===== src/verilog/vpic_pkg.sv =====
// shared constants and types of the vectored priority interrupt controller
package vpic_pkg;
  // ==========================================================================
  // register offsets on the special function register port
  localparam logic [7:0] SPI_SOURCE_ENABLE_ADDR = 8'hA6;
  localparam logic [7:0] IRQ_ENABLE_PRIMARY_ADDR = 8'hA8;
  localparam logic [7:0] PRIORITY_SELECT_LOW_ADDR = 8'hA9;
  localparam logic [7:0] IRQ_ENABLE_SECONDARY_ADDR = 8'hB8;
  localparam logic [7:0] PRIORITY_SELECT_HIGH_ADDR = 8'hB9;
  localparam logic [7:0] REQUEST_FLAGS_ADDR = 8'hC0;
  // ==========================================================================
  // reset values
  localparam logic [7:0] SPI_SOURCE_ENABLE_RST = 8'h01;
  localparam logic [7:0] ZERO_RST = 8'h00;
  // ==========================================================================
  // field positions
  localparam int GLOBAL_ENABLE_BIT = 7;
  localparam int SPI_MASTER_EN_BIT = 1;
  localparam int SPI_SLAVE_EN_BIT = 0;
  localparam int PRIO_GROUPS = 6;
  localparam int NUM_VECTORS = 14;
  // flag register bits
  localparam int FLAG_T2_EXT = 7;
  localparam int FLAG_T2_OVF = 6;
  localparam int FLAG_WAKE = 5;
  localparam int FLAG_USB = 4;
  localparam int FLAG_USB_WAKE = 3;
  localparam int FLAG_SPI = 2;
  localparam int FLAG_RADIO = 1;
  localparam int FLAG_RADIO_SPI = 0;
  // flags cleared by hardware when vectored
  localparam logic [7:0] AUTO_CLEAR_MASK = 8'h3E;
  // ==========================================================================
  // vector slots, index order equals address order
  localparam logic [15:0] VEC_BASE = 16'h0003;
  localparam int VEC_STEP = 8;
  localparam int VI_PIN3 = 0;
  localparam int VI_T0 = 1;
  localparam int VI_CIPHER = 2;
  localparam int VI_T1 = 3;
  localparam int VI_SERIAL = 4;
  localparam int VI_T2 = 5;
  localparam int VI_RSPI = 8;
  localparam int VI_RADIO = 9;
  localparam int VI_SPI = 10;
  localparam int VI_BUS_RESUME_REQUEST = 11;
  localparam int VI_USB = 12;
  localparam int VI_WAKE = 13;
  localparam logic [7:0] NO_LEVEL = 8'h00;

  typedef struct packed {
    logic [7:0] spi_en;
    logic [7:0] en_pri;
    logic [7:0] prio_lo;
    logic [7:0] en_sec;
    logic [7:0] prio_hi;
    logic [7:0] flags;
    logic [3:0] active;
    logic [3:0] vec_idx;
    logic [7:0] rdata;
    logic [1:0] sync_a;
    logic [1:0] sync_b;
    logic [1:0] prev;
    logic p3_prev;
    logic p4_prev;
    logic p5_prev;
  } vpic_state_type;

  typedef struct packed {
    logic wr;
    logic rd;
    logic [7:0] addr;
    logic [7:0] wdata;
  } vpic_sfr_type;
endpackage


===== src/verilog/vpic_ctrl.sv =====
// vectored priority interrupt controller, one clock, special function port
//
// How it works
// enabled pending request vectors core; higher preempts
// fixed vector table, eight byte spacing
// serial receive and transmit share 0x0023
// timer two sources share 0x002B
// spi master and slave share 0x0053
// primary bit seven gates all vectoring
// primary enable bits per source
// secondary enable bits per source
// spi sub enable, resets to slave only
// six groups, each one of four levels
// level from high and low priority bits
// fixed group membership of sources
// flag register exposes pending requests
// hardware clears flags five to one on vector
// wakeup sets flag even when disabled
// software clears flags before standby
// equal level picks lowest vector, no preempt
// shared serial and timer two vectors not auto cleared; the shared spi vector is
`timescale 1ns/100ps
`default_nettype none
module vpic_ctrl
  import vpic_pkg::*;
(
  // clock and reset
  input wire logic clk,
  input wire logic sys_rst,
  // special function register port
  input wire vpic_sfr_type sfr,
  output logic [7:0] sfr_rdata,
  // level and pulse requests from on-chip logic
  input wire logic timer_zero_overflow,
  input wire logic timer_one_overflow,
  input wire logic timer_two_overflow,
  input wire logic timer_two_external_event,
  input wire logic serial_receive_done,
  input wire logic serial_transmit_done,
  input wire logic cipher_ready_request,
  input wire logic radio_spi_ready,
  input wire logic radio_event_request,
  input wire logic spi_master_complete,
  input wire logic spi_slave_complete,
  input wire logic bus_resume_request,
  input wire logic bus_device_request,
  input wire logic internal_wakeup_request,
  // external pins
  input wire logic port_pin_three,
  input wire logic port_pin_four,
  // core side
  output logic irq_valid,
  output logic [15:0] irq_vector,
  input wire logic irq_ack,
  input wire logic irq_return,
  output logic [1:0] active_level
);
  vpic_state_type s_q, s_d;
  logic [NUM_VECTORS-1:0] pend;
  logic [NUM_VECTORS-1:0] ven;
  logic [2:0] grp [NUM_VECTORS];
  logic [1:0] lvl [NUM_VECTORS];
  logic [7:0] set_f;
  logic p3_fall, p4_fall, rad_edge, spi_edge;
  logic found;
  logic [3:0] best;
  logic [1:0] best_lvl;

  // group per vector slot; slots 6,7 are unused and never pend
  localparam logic [2:0] GRP_TAB [NUM_VECTORS] = '{3'h0, 3'h1, 3'h2, 3'h3, 3'h4, 3'h5,
    3'h0, 3'h0, 3'h1, 3'h0, 3'h2, 3'h3, 3'h4, 3'h5};
  // cipher slot sits in group two with the spi slot; pin four rides in the cipher slot

  // ==========================================================================
  // edge detection, pins pass two flops first
  always_comb begin
    p3_fall = s_q.p3_prev & ~s_q.sync_a[1];
    p4_fall = s_q.p4_prev & ~s_q.sync_b[1];
    rad_edge = radio_event_request ^ s_q.prev[0];
    spi_edge = ((spi_master_complete ^ s_q.prev[1]) & s_q.spi_en[SPI_MASTER_EN_BIT]) |
      ((spi_slave_complete ^ s_q.p5_prev) & s_q.spi_en[SPI_SLAVE_EN_BIT]);
    set_f = ZERO_RST;
    set_f[FLAG_T2_EXT] = timer_two_external_event;
    set_f[FLAG_T2_OVF] = timer_two_overflow;
    set_f[FLAG_WAKE] = internal_wakeup_request;
    set_f[FLAG_USB] = bus_device_request;
    set_f[FLAG_USB_WAKE] = bus_resume_request;
    set_f[FLAG_SPI] = spi_edge;
    set_f[FLAG_RADIO] = rad_edge;
    set_f[FLAG_RADIO_SPI] = radio_spi_ready;
  end

  // ==========================================================================
  // pending and enable per vector slot
  always_comb begin
    pend = '0;
    ven = '0;
    pend[VI_PIN3] = ~s_q.sync_a[1] | p3_fall;
    ven[VI_PIN3] = s_q.en_pri[0];
    pend[VI_T0] = timer_zero_overflow;
    ven[VI_T0] = s_q.en_pri[1];
    // pin four, low or falling, shares the cipher slot, its enable and its group
    pend[VI_CIPHER] = ~cipher_ready_request | ~s_q.sync_b[1] | p4_fall;
    ven[VI_CIPHER] = s_q.en_pri[2];
    pend[VI_T1] = timer_one_overflow;
    ven[VI_T1] = s_q.en_pri[3];
    pend[VI_SERIAL] = serial_receive_done | serial_transmit_done;
    ven[VI_SERIAL] = s_q.en_pri[4];
    pend[VI_T2] = (s_q.flags[FLAG_T2_OVF] & s_q.en_pri[5]) |
      (s_q.flags[FLAG_T2_EXT] & s_q.en_sec[7]);
    ven[VI_T2] = 1'b1;
    pend[VI_RSPI] = s_q.flags[FLAG_RADIO_SPI];
    ven[VI_RSPI] = s_q.en_sec[0];
    pend[VI_RADIO] = s_q.flags[FLAG_RADIO];
    ven[VI_RADIO] = s_q.en_sec[1];
    pend[VI_SPI] = s_q.flags[FLAG_SPI];
    ven[VI_SPI] = s_q.en_sec[2];
    pend[VI_BUS_RESUME_REQUEST] = s_q.flags[FLAG_USB_WAKE];
    ven[VI_BUS_RESUME_REQUEST] = s_q.en_sec[3];
    pend[VI_USB] = s_q.flags[FLAG_USB];
    ven[VI_USB] = s_q.en_sec[4];
    pend[VI_WAKE] = s_q.flags[FLAG_WAKE];
    ven[VI_WAKE] = s_q.en_sec[5];
  end

  // ==========================================================================
  // level per slot from the two priority registers
  genvar gi;
  generate
    for (gi = 0; gi < NUM_VECTORS; gi++) begin : g_lvl
      assign grp[gi] = GRP_TAB[gi];
      assign lvl[gi] = {s_q.prio_hi[grp[gi]], s_q.prio_lo[grp[gi]]};
    end
  endgenerate

  // highest level wins, ties go to the lowest slot
  always_comb begin
    found = 1'b0;
    best = 4'h0;
    best_lvl = 2'h0;
    for (int i = 0; i < NUM_VECTORS; i++) begin
      if (pend[i] && ven[i] && (!found || lvl[i] > best_lvl)) begin
        found = 1'b1;
        best = 4'(i);
        best_lvl = lvl[i];
      end
    end
  end

  // active holds one bit per level in service
  logic [1:0] top_active;
  logic preempt_ok;
  always_comb begin
    top_active = 2'h0;
    for (int l = 0; l < 4; l++) begin
      if (s_q.active[l]) begin
        top_active = 2'(l);
      end
    end
    preempt_ok = (s_q.active == 4'h0) || (best_lvl > top_active);
  end

  assign irq_valid = found && s_q.en_pri[GLOBAL_ENABLE_BIT] && preempt_ok;
  assign irq_vector = VEC_BASE + 16'({s_q.vec_idx, 3'h0});
  assign active_level = top_active;
  assign sfr_rdata = s_q.rdata;

  // ==========================================================================
  // next state
  logic [7:0] clr_f;
  always_comb begin
    s_d = s_q;
    clr_f = ZERO_RST;
    s_d.sync_a = {s_q.sync_a[0], port_pin_three};
    s_d.sync_b = {s_q.sync_b[0], port_pin_four};
    s_d.p3_prev = s_q.sync_a[1];
    s_d.p4_prev = s_q.sync_b[1];
    s_d.prev = {spi_master_complete, radio_event_request};
    s_d.p5_prev = spi_slave_complete;
    s_d.vec_idx = best;
    if (irq_valid && irq_ack && s_q.vec_idx == best) begin
      s_d.active[best_lvl] = 1'b1;
      case (best)
        VI_RADIO: clr_f[FLAG_RADIO] = 1'b1;
        VI_SPI: clr_f[FLAG_SPI] = 1'b1;
        VI_BUS_RESUME_REQUEST: clr_f[FLAG_USB_WAKE] = 1'b1;
        VI_USB: clr_f[FLAG_USB] = 1'b1;
        VI_WAKE: clr_f[FLAG_WAKE] = 1'b1;
        default: clr_f = ZERO_RST;
      endcase
    end else if (irq_return) begin
      s_d.active[top_active] = 1'b0;
    end
    if (sfr.wr) begin
      case (sfr.addr)
        SPI_SOURCE_ENABLE_ADDR: s_d.spi_en = {6'h00, sfr.wdata[1:0]};
        IRQ_ENABLE_PRIMARY_ADDR: s_d.en_pri = sfr.wdata & 8'hBF;
        PRIORITY_SELECT_LOW_ADDR: s_d.prio_lo = sfr.wdata & 8'h3F;
        IRQ_ENABLE_SECONDARY_ADDR: s_d.en_sec = sfr.wdata & 8'hBF;
        PRIORITY_SELECT_HIGH_ADDR: s_d.prio_hi = sfr.wdata & 8'h3F;
        REQUEST_FLAGS_ADDR: s_d.flags = sfr.wdata;
        default: s_d.rdata = s_q.rdata;
      endcase
    end
    // set wins over any clear in the same cycle
    s_d.flags = (s_d.flags & ~clr_f) | set_f;
    s_d.rdata = ZERO_RST;
    if (sfr.rd) begin
      case (sfr.addr)
        SPI_SOURCE_ENABLE_ADDR: s_d.rdata = s_q.spi_en;
        IRQ_ENABLE_PRIMARY_ADDR: s_d.rdata = s_q.en_pri;
        PRIORITY_SELECT_LOW_ADDR: s_d.rdata = s_q.prio_lo;
        IRQ_ENABLE_SECONDARY_ADDR: s_d.rdata = s_q.en_sec;
        PRIORITY_SELECT_HIGH_ADDR: s_d.rdata = s_q.prio_hi;
        REQUEST_FLAGS_ADDR: s_d.rdata = s_q.flags;
        default: s_d.rdata = ZERO_RST;
      endcase
    end
  end

  always_ff @(posedge clk) begin
    if (sys_rst) begin
      s_q <= '0;
      s_q.spi_en <= SPI_SOURCE_ENABLE_RST;
      s_q.sync_a <= 2'h3;
      s_q.sync_b <= 2'h3;
      s_q.p3_prev <= 1'b1;
      s_q.p4_prev <= 1'b1;
    end else begin
      s_q <= s_d;
    end
  end

  // ==========================================================================
  // checks
  a_global_gate: assert property (@(posedge clk) disable iff (sys_rst)
    !s_q.en_pri[GLOBAL_ENABLE_BIT] |-> !irq_valid) else $error("vector while globally disabled");
  a_auto_clear: assert property (@(posedge clk) disable iff (sys_rst)
    (irq_valid && irq_ack && s_q.vec_idx == VI_USB && best == VI_USB && !bus_device_request)
    |=> !s_q.flags[FLAG_USB]) else $error("usb flag not cleared on vector");
  a_keep_t2: assert property (@(posedge clk) disable iff (sys_rst)
    (s_q.flags[FLAG_T2_OVF] && !(sfr.wr && sfr.addr == REQUEST_FLAGS_ADDR))
    |=> s_q.flags[FLAG_T2_OVF]) else $error("timer two flag lost");
  a_wake_set: assert property (@(posedge clk) disable iff (sys_rst)
    internal_wakeup_request |=> s_q.flags[FLAG_WAKE]) else $error("wakeup flag not set");
  a_no_equal_preempt: assert property (@(posedge clk) disable iff (sys_rst)
    (s_q.active != 4'h0 && best_lvl <= top_active) |-> !irq_valid) else $error("equal level preempted");
  a_vector_slot: assert property (@(posedge clk) disable iff (sys_rst)
    irq_valid |-> irq_vector[2:0] == 3'h3) else $error("vector off slot");
  a_spi_reset: assert property (@(posedge clk)
    $fell(sys_rst) |-> s_q.spi_en == 8'h01) else $error("spi enable reset wrong");
  a_level_pick: assert property (@(posedge clk) disable iff (sys_rst)
    (found && pend[VI_T1] && ven[VI_T1] && lvl[VI_T1] == 2'h3) |-> best_lvl == 2'h3)
    else $error("highest level not chosen");
endmodule
`default_nettype wire


===== config.mk =====
export PLATFORM = sky130hd
export DESIGN_NAME = vpic_ctrl
export DESIGN_NICKNAME = d
export VERILOG_FILES = /design/src/verilog/vpic_pkg.sv /design/src/verilog/vpic_ctrl.sv
export SDC_FILE = /design/constraint.sdc
export NUM_CORES = 1
export LEC_CHECK = 0
export BUFFER_PORTS_ARGS = -buffer_cell sky130_fd_sc_hd__buf_2
export CELL_PAD_IN_SITES_DETAIL_PLACEMENT = 1
export CELL_PAD_IN_SITES_GLOBAL_PLACEMENT = 1
export CORE_MARGIN = 2
export CORE_UTILIZATION = 40
export CTS_BUF_LIST = sky130_fd_sc_hd__clkbuf_4 sky130_fd_sc_hd__clkbuf_8
export DETAILED_ROUTE_END_ITERATION = 6
export HOLD_SLACK_MARGIN = 0.03
export PLACE_DENSITY_LB_ADDON = 0.1
export SYNTH_ARGS = -nofsm -noshare
export SYNTH_HDL_FRONTEND = slang
export SYNTH_SLANG_ARGS = --single-unit

===== constraint.sdc =====
create_clock -name clk -period 31.1 [get_ports clk]
set_input_delay 6.22 -clock clk [delete_from_list [all_inputs] [get_ports clk]]
set_output_delay 6.22 -clock clk [all_outputs]
set_load 0.05 [all_outputs]

==> flow_metrics.py <==
metrics = {
    "setup_path": {
        "worstSetupPathType": "primary input to output port",
        "rrSetupSlack_ns": 13.68,
        "slowest_delay_ns": 0.51,
        "ff2ff_path_depth": 80,
        "required_ns": 24.88,
        "cp-end-kind": "output port",
        "cp_max_fo": 11,
        "cpMostUsedCell": "ha_1",
        "start_kind": "primary input",
        "r2r_end": "s_q[24]",
        "crit_path_top_delay_cell": "a211oi_1",
        "arrival_ns": 21.98,
        "r2r_start": "s_q[57]",
    },
    "grt": {
        "grtUsageMet1_pct": 30.8,
        "grt_max_degree": 44,
        "use_met3_pct": 3.81,
        "antenna_found_initial": 0,
        "grt_pass1_vias": 3868,
        "grtUsageMet2_pct": 38.5,
        "busiest_layer": "met2",
        "grt_first_pass_wirelength_microns": 20700,
        "grtUsageTotal_pct": 23.3,
        "grt-ovfl-total": 0,
    },
    "timing": {
        "finalHoldViolations": 0,
        "relSlewSlack_pct": 33.3,
        "worstMarginPinSlew_ns": 0.993,
        "timing.fmax_ghz": 0.0355,
        "finClkSkew_ns": 0.0156,
        "fin_hold_ws_ns": 0.420,
        "finalSetupViolCount": 0,
        "tns_ns": 0,
        "rsz0062_at_grt": "false",
        "period_share_pct": 90.7,
        "layout_min_cycle_time_ns": 28.20,
        "slew_violations": 0,
    },
    "floorplanning": {
        "ios": 65,
        "die_w_microns": 107,
        "die_area_sq_um": 11500,
        "start_util_pct": 41.3,
        "die_y_microns": 107,
        "core_sq_um": 10300,
        "fp-row-count": 37,
    },
    "min_path": {
        "hold_end": "s_d[1]",
        "hp-start": "s_d[6]",
        "min_delay_path_depth": 1,
        "hold_path.class": "flip-flop to flip-flop",
    },
    "job": {
        "cap_violations": 0,
    },
    "clock_network": {
        "clkLatencyLatePin_ns": 0.34,
        "postCtsHoldBufs": 0,
        "cts_resized": 0,
        "clock_sinks": 59,
        "cts_tree": "built",
        "htree_levels": 3,
        "root_buffer": "clkbuf_8",
        "cts_buffer_depth": 2,
        "cts_made_buffers": 9,
        "postCtsSetupRepairBufs": 0,
        "cts.clk_slew.worst_paths_ns": 0.08,
    },
    "yosys": {
        "synth_seq_area_share_pct": 27.7,
        "synthFlopType": "dfxtp_1",
        "synth_cell_type_count": 91,
        "synth_enable_flop_cells": 0,
        "syn-cell-area_sq_um": 4260,
        "yosys_register_bits": 59,
        "synth-warning-count": 0,
        "synthArstFlopShare_pct": 0,
        "syn_inst": 502,
        "syn_avg_cell_area_sq_um": 8.49,
    },
    "place": {
        "port_buffers": 52,
        "globalplace.congestion": 0.839,
        "dp_hpwl_microns": 10100,
        "placed_cells_incl_taps": 659,
    },
    "layout": {
        "fillers": 1265,
        "fin_util_pct": 45.1,
        "drive_gt1_share_pct": 22.1,
        "stdcell_count": 675,
        "areaGrowthSynthToFinish_pct": 9.13,
        "final_cell_mix": "nor2_1 (66), dfxtp_1 (59), buf_2 (52)",
        "layout_commonest_cell": "nor2_1",
        "finalNetCount": 592,
        "diodes": 0,
    },
    "drt": {
        "drtPass1Iterations": 5,
        "routed_wl_microns": 12900,
        "num_vias": 3882,
        "drt-initial-drc-count": 223,
        "drcViolationCount": 0,
        "ant_nets": 0,
        "wl_per_cell_microns": 19.1,
        "via_per_inst": 5.75,
    },
    "power": {
        "ir_drop_mv": 0.0155,
        "p_leak_nw": 2.00,
        "p_per_area_nw_per_um2": 33.6,
    },
    "outcome": {
        "status": "completed",
    },
}
## cell families (layout without fill, tap and decap cells)
family | count (synthesis) | in the layout | share of synthesized area (%)
other cells | 2 | 12 | 0.176
fa+ha+maj | 20 | 20 | 5.87
simple gates | 193 | 193 | 23.0
mux | 41 | 41 | 11.5
compound gates | 121 | 121 | 22.9
xor+xnor | 4 | 4 | 0.822
flops | 59 | 59 | 27.7
buf+inv | 62 | 89 | 7.95
## area by class of cell
class	count	area (sq um)	area share, %
multi-input cells	391	2780	59.8
clock buffers	10	131	2.82
flip-flops and latches	59	1180	25.4
repair buffers	52	260	5.59
inverters	21	78.8	1.69
clock inverters	6	50.0	1.08
well taps	136	170	3.66
## sequential cells by signal, summed over array words and instances (netlist names)
signal and cells:
pend 6, s_d 4, s_q 41, sfr_rdata 8
## where the power goes
part	switching, mW	total (mW)	internal (mW)
logic	0.00924	0.0134	0.00416
clock network	0.0341	0.0645	0.0305
registers	0.00148	0.0783	0.0768
total	0.0448	0.156	0.111
## through the flow
step,cell area [sq um],total power [mW],worst slack [ns]
final,4650,0.156,2.90
after global routing,4650,0.163,1.59
after global placement,4470,0.0931,3.45
after CTS,4650,0.158,2.98
after floorplan,4300,0.0891,4.98
after detailed placement,4470,0.0934,2.99
## routing by layer
| metal | vias to the layer above | wire (microns) |
|---|---|---|
| met5 | - | 0 |
| met4 | 0 | 290 |
| met3 | 19 | 522 |
| met2 | 102 | 6070 |
| met1 | 1897 | 6010 |
| li1 | 1864 | - |
## Yosys cell counts (all sizes together), types with 11 or more instances
cell / n / area share (%)
dfxtp: 59 / 28
nand2: 45 / 4.0
a21oi: 18 / 2.3
nor2b: 11 / 1.7
ha: 20 / 5.9
a211oi: 12 / 2.5
clkbuf: 14 / 1.2
nand3: 14 / 1.9
mux2i: 31 / 7.4
nor3: 12 / 1.5
inv: 21 / 1.8
nor2: 69 / 6.4
o21ai: 20 / 2.4
buf: 27 / 4.9
## critical path: cells and delay by family
kind / cells / cell delay [ns]
adders and majority gates: 11 / 3.02
AOI/OAI and AO/OA: 33 / 7.88
buffers and inverters: 4 / 0.55
and+or+nand+nor: 24 / 3.31
muxes: 3 / 1.02
## how the worst max path moves through the flow
stage | start | end | slack (ns) | cells past startpoint
3_3_place_gp | timer_zero_overflow | irq_valid | 3.45 | 74
2_1_floorplan | timer_zero_overflow | irq_valid | 4.98 | 75
6_report | timer_zero_overflow | irq_valid | 2.90 | 75
3_5_place_dp | timer_zero_overflow | irq_valid | 2.99 | 75
5_1_grt | timer_zero_overflow | irq_valid | 1.59 | 81
4_1_cts | timer_zero_overflow | irq_valid | 2.98 | 75
No activity file was read; power rests on OpenSTA's default activity.
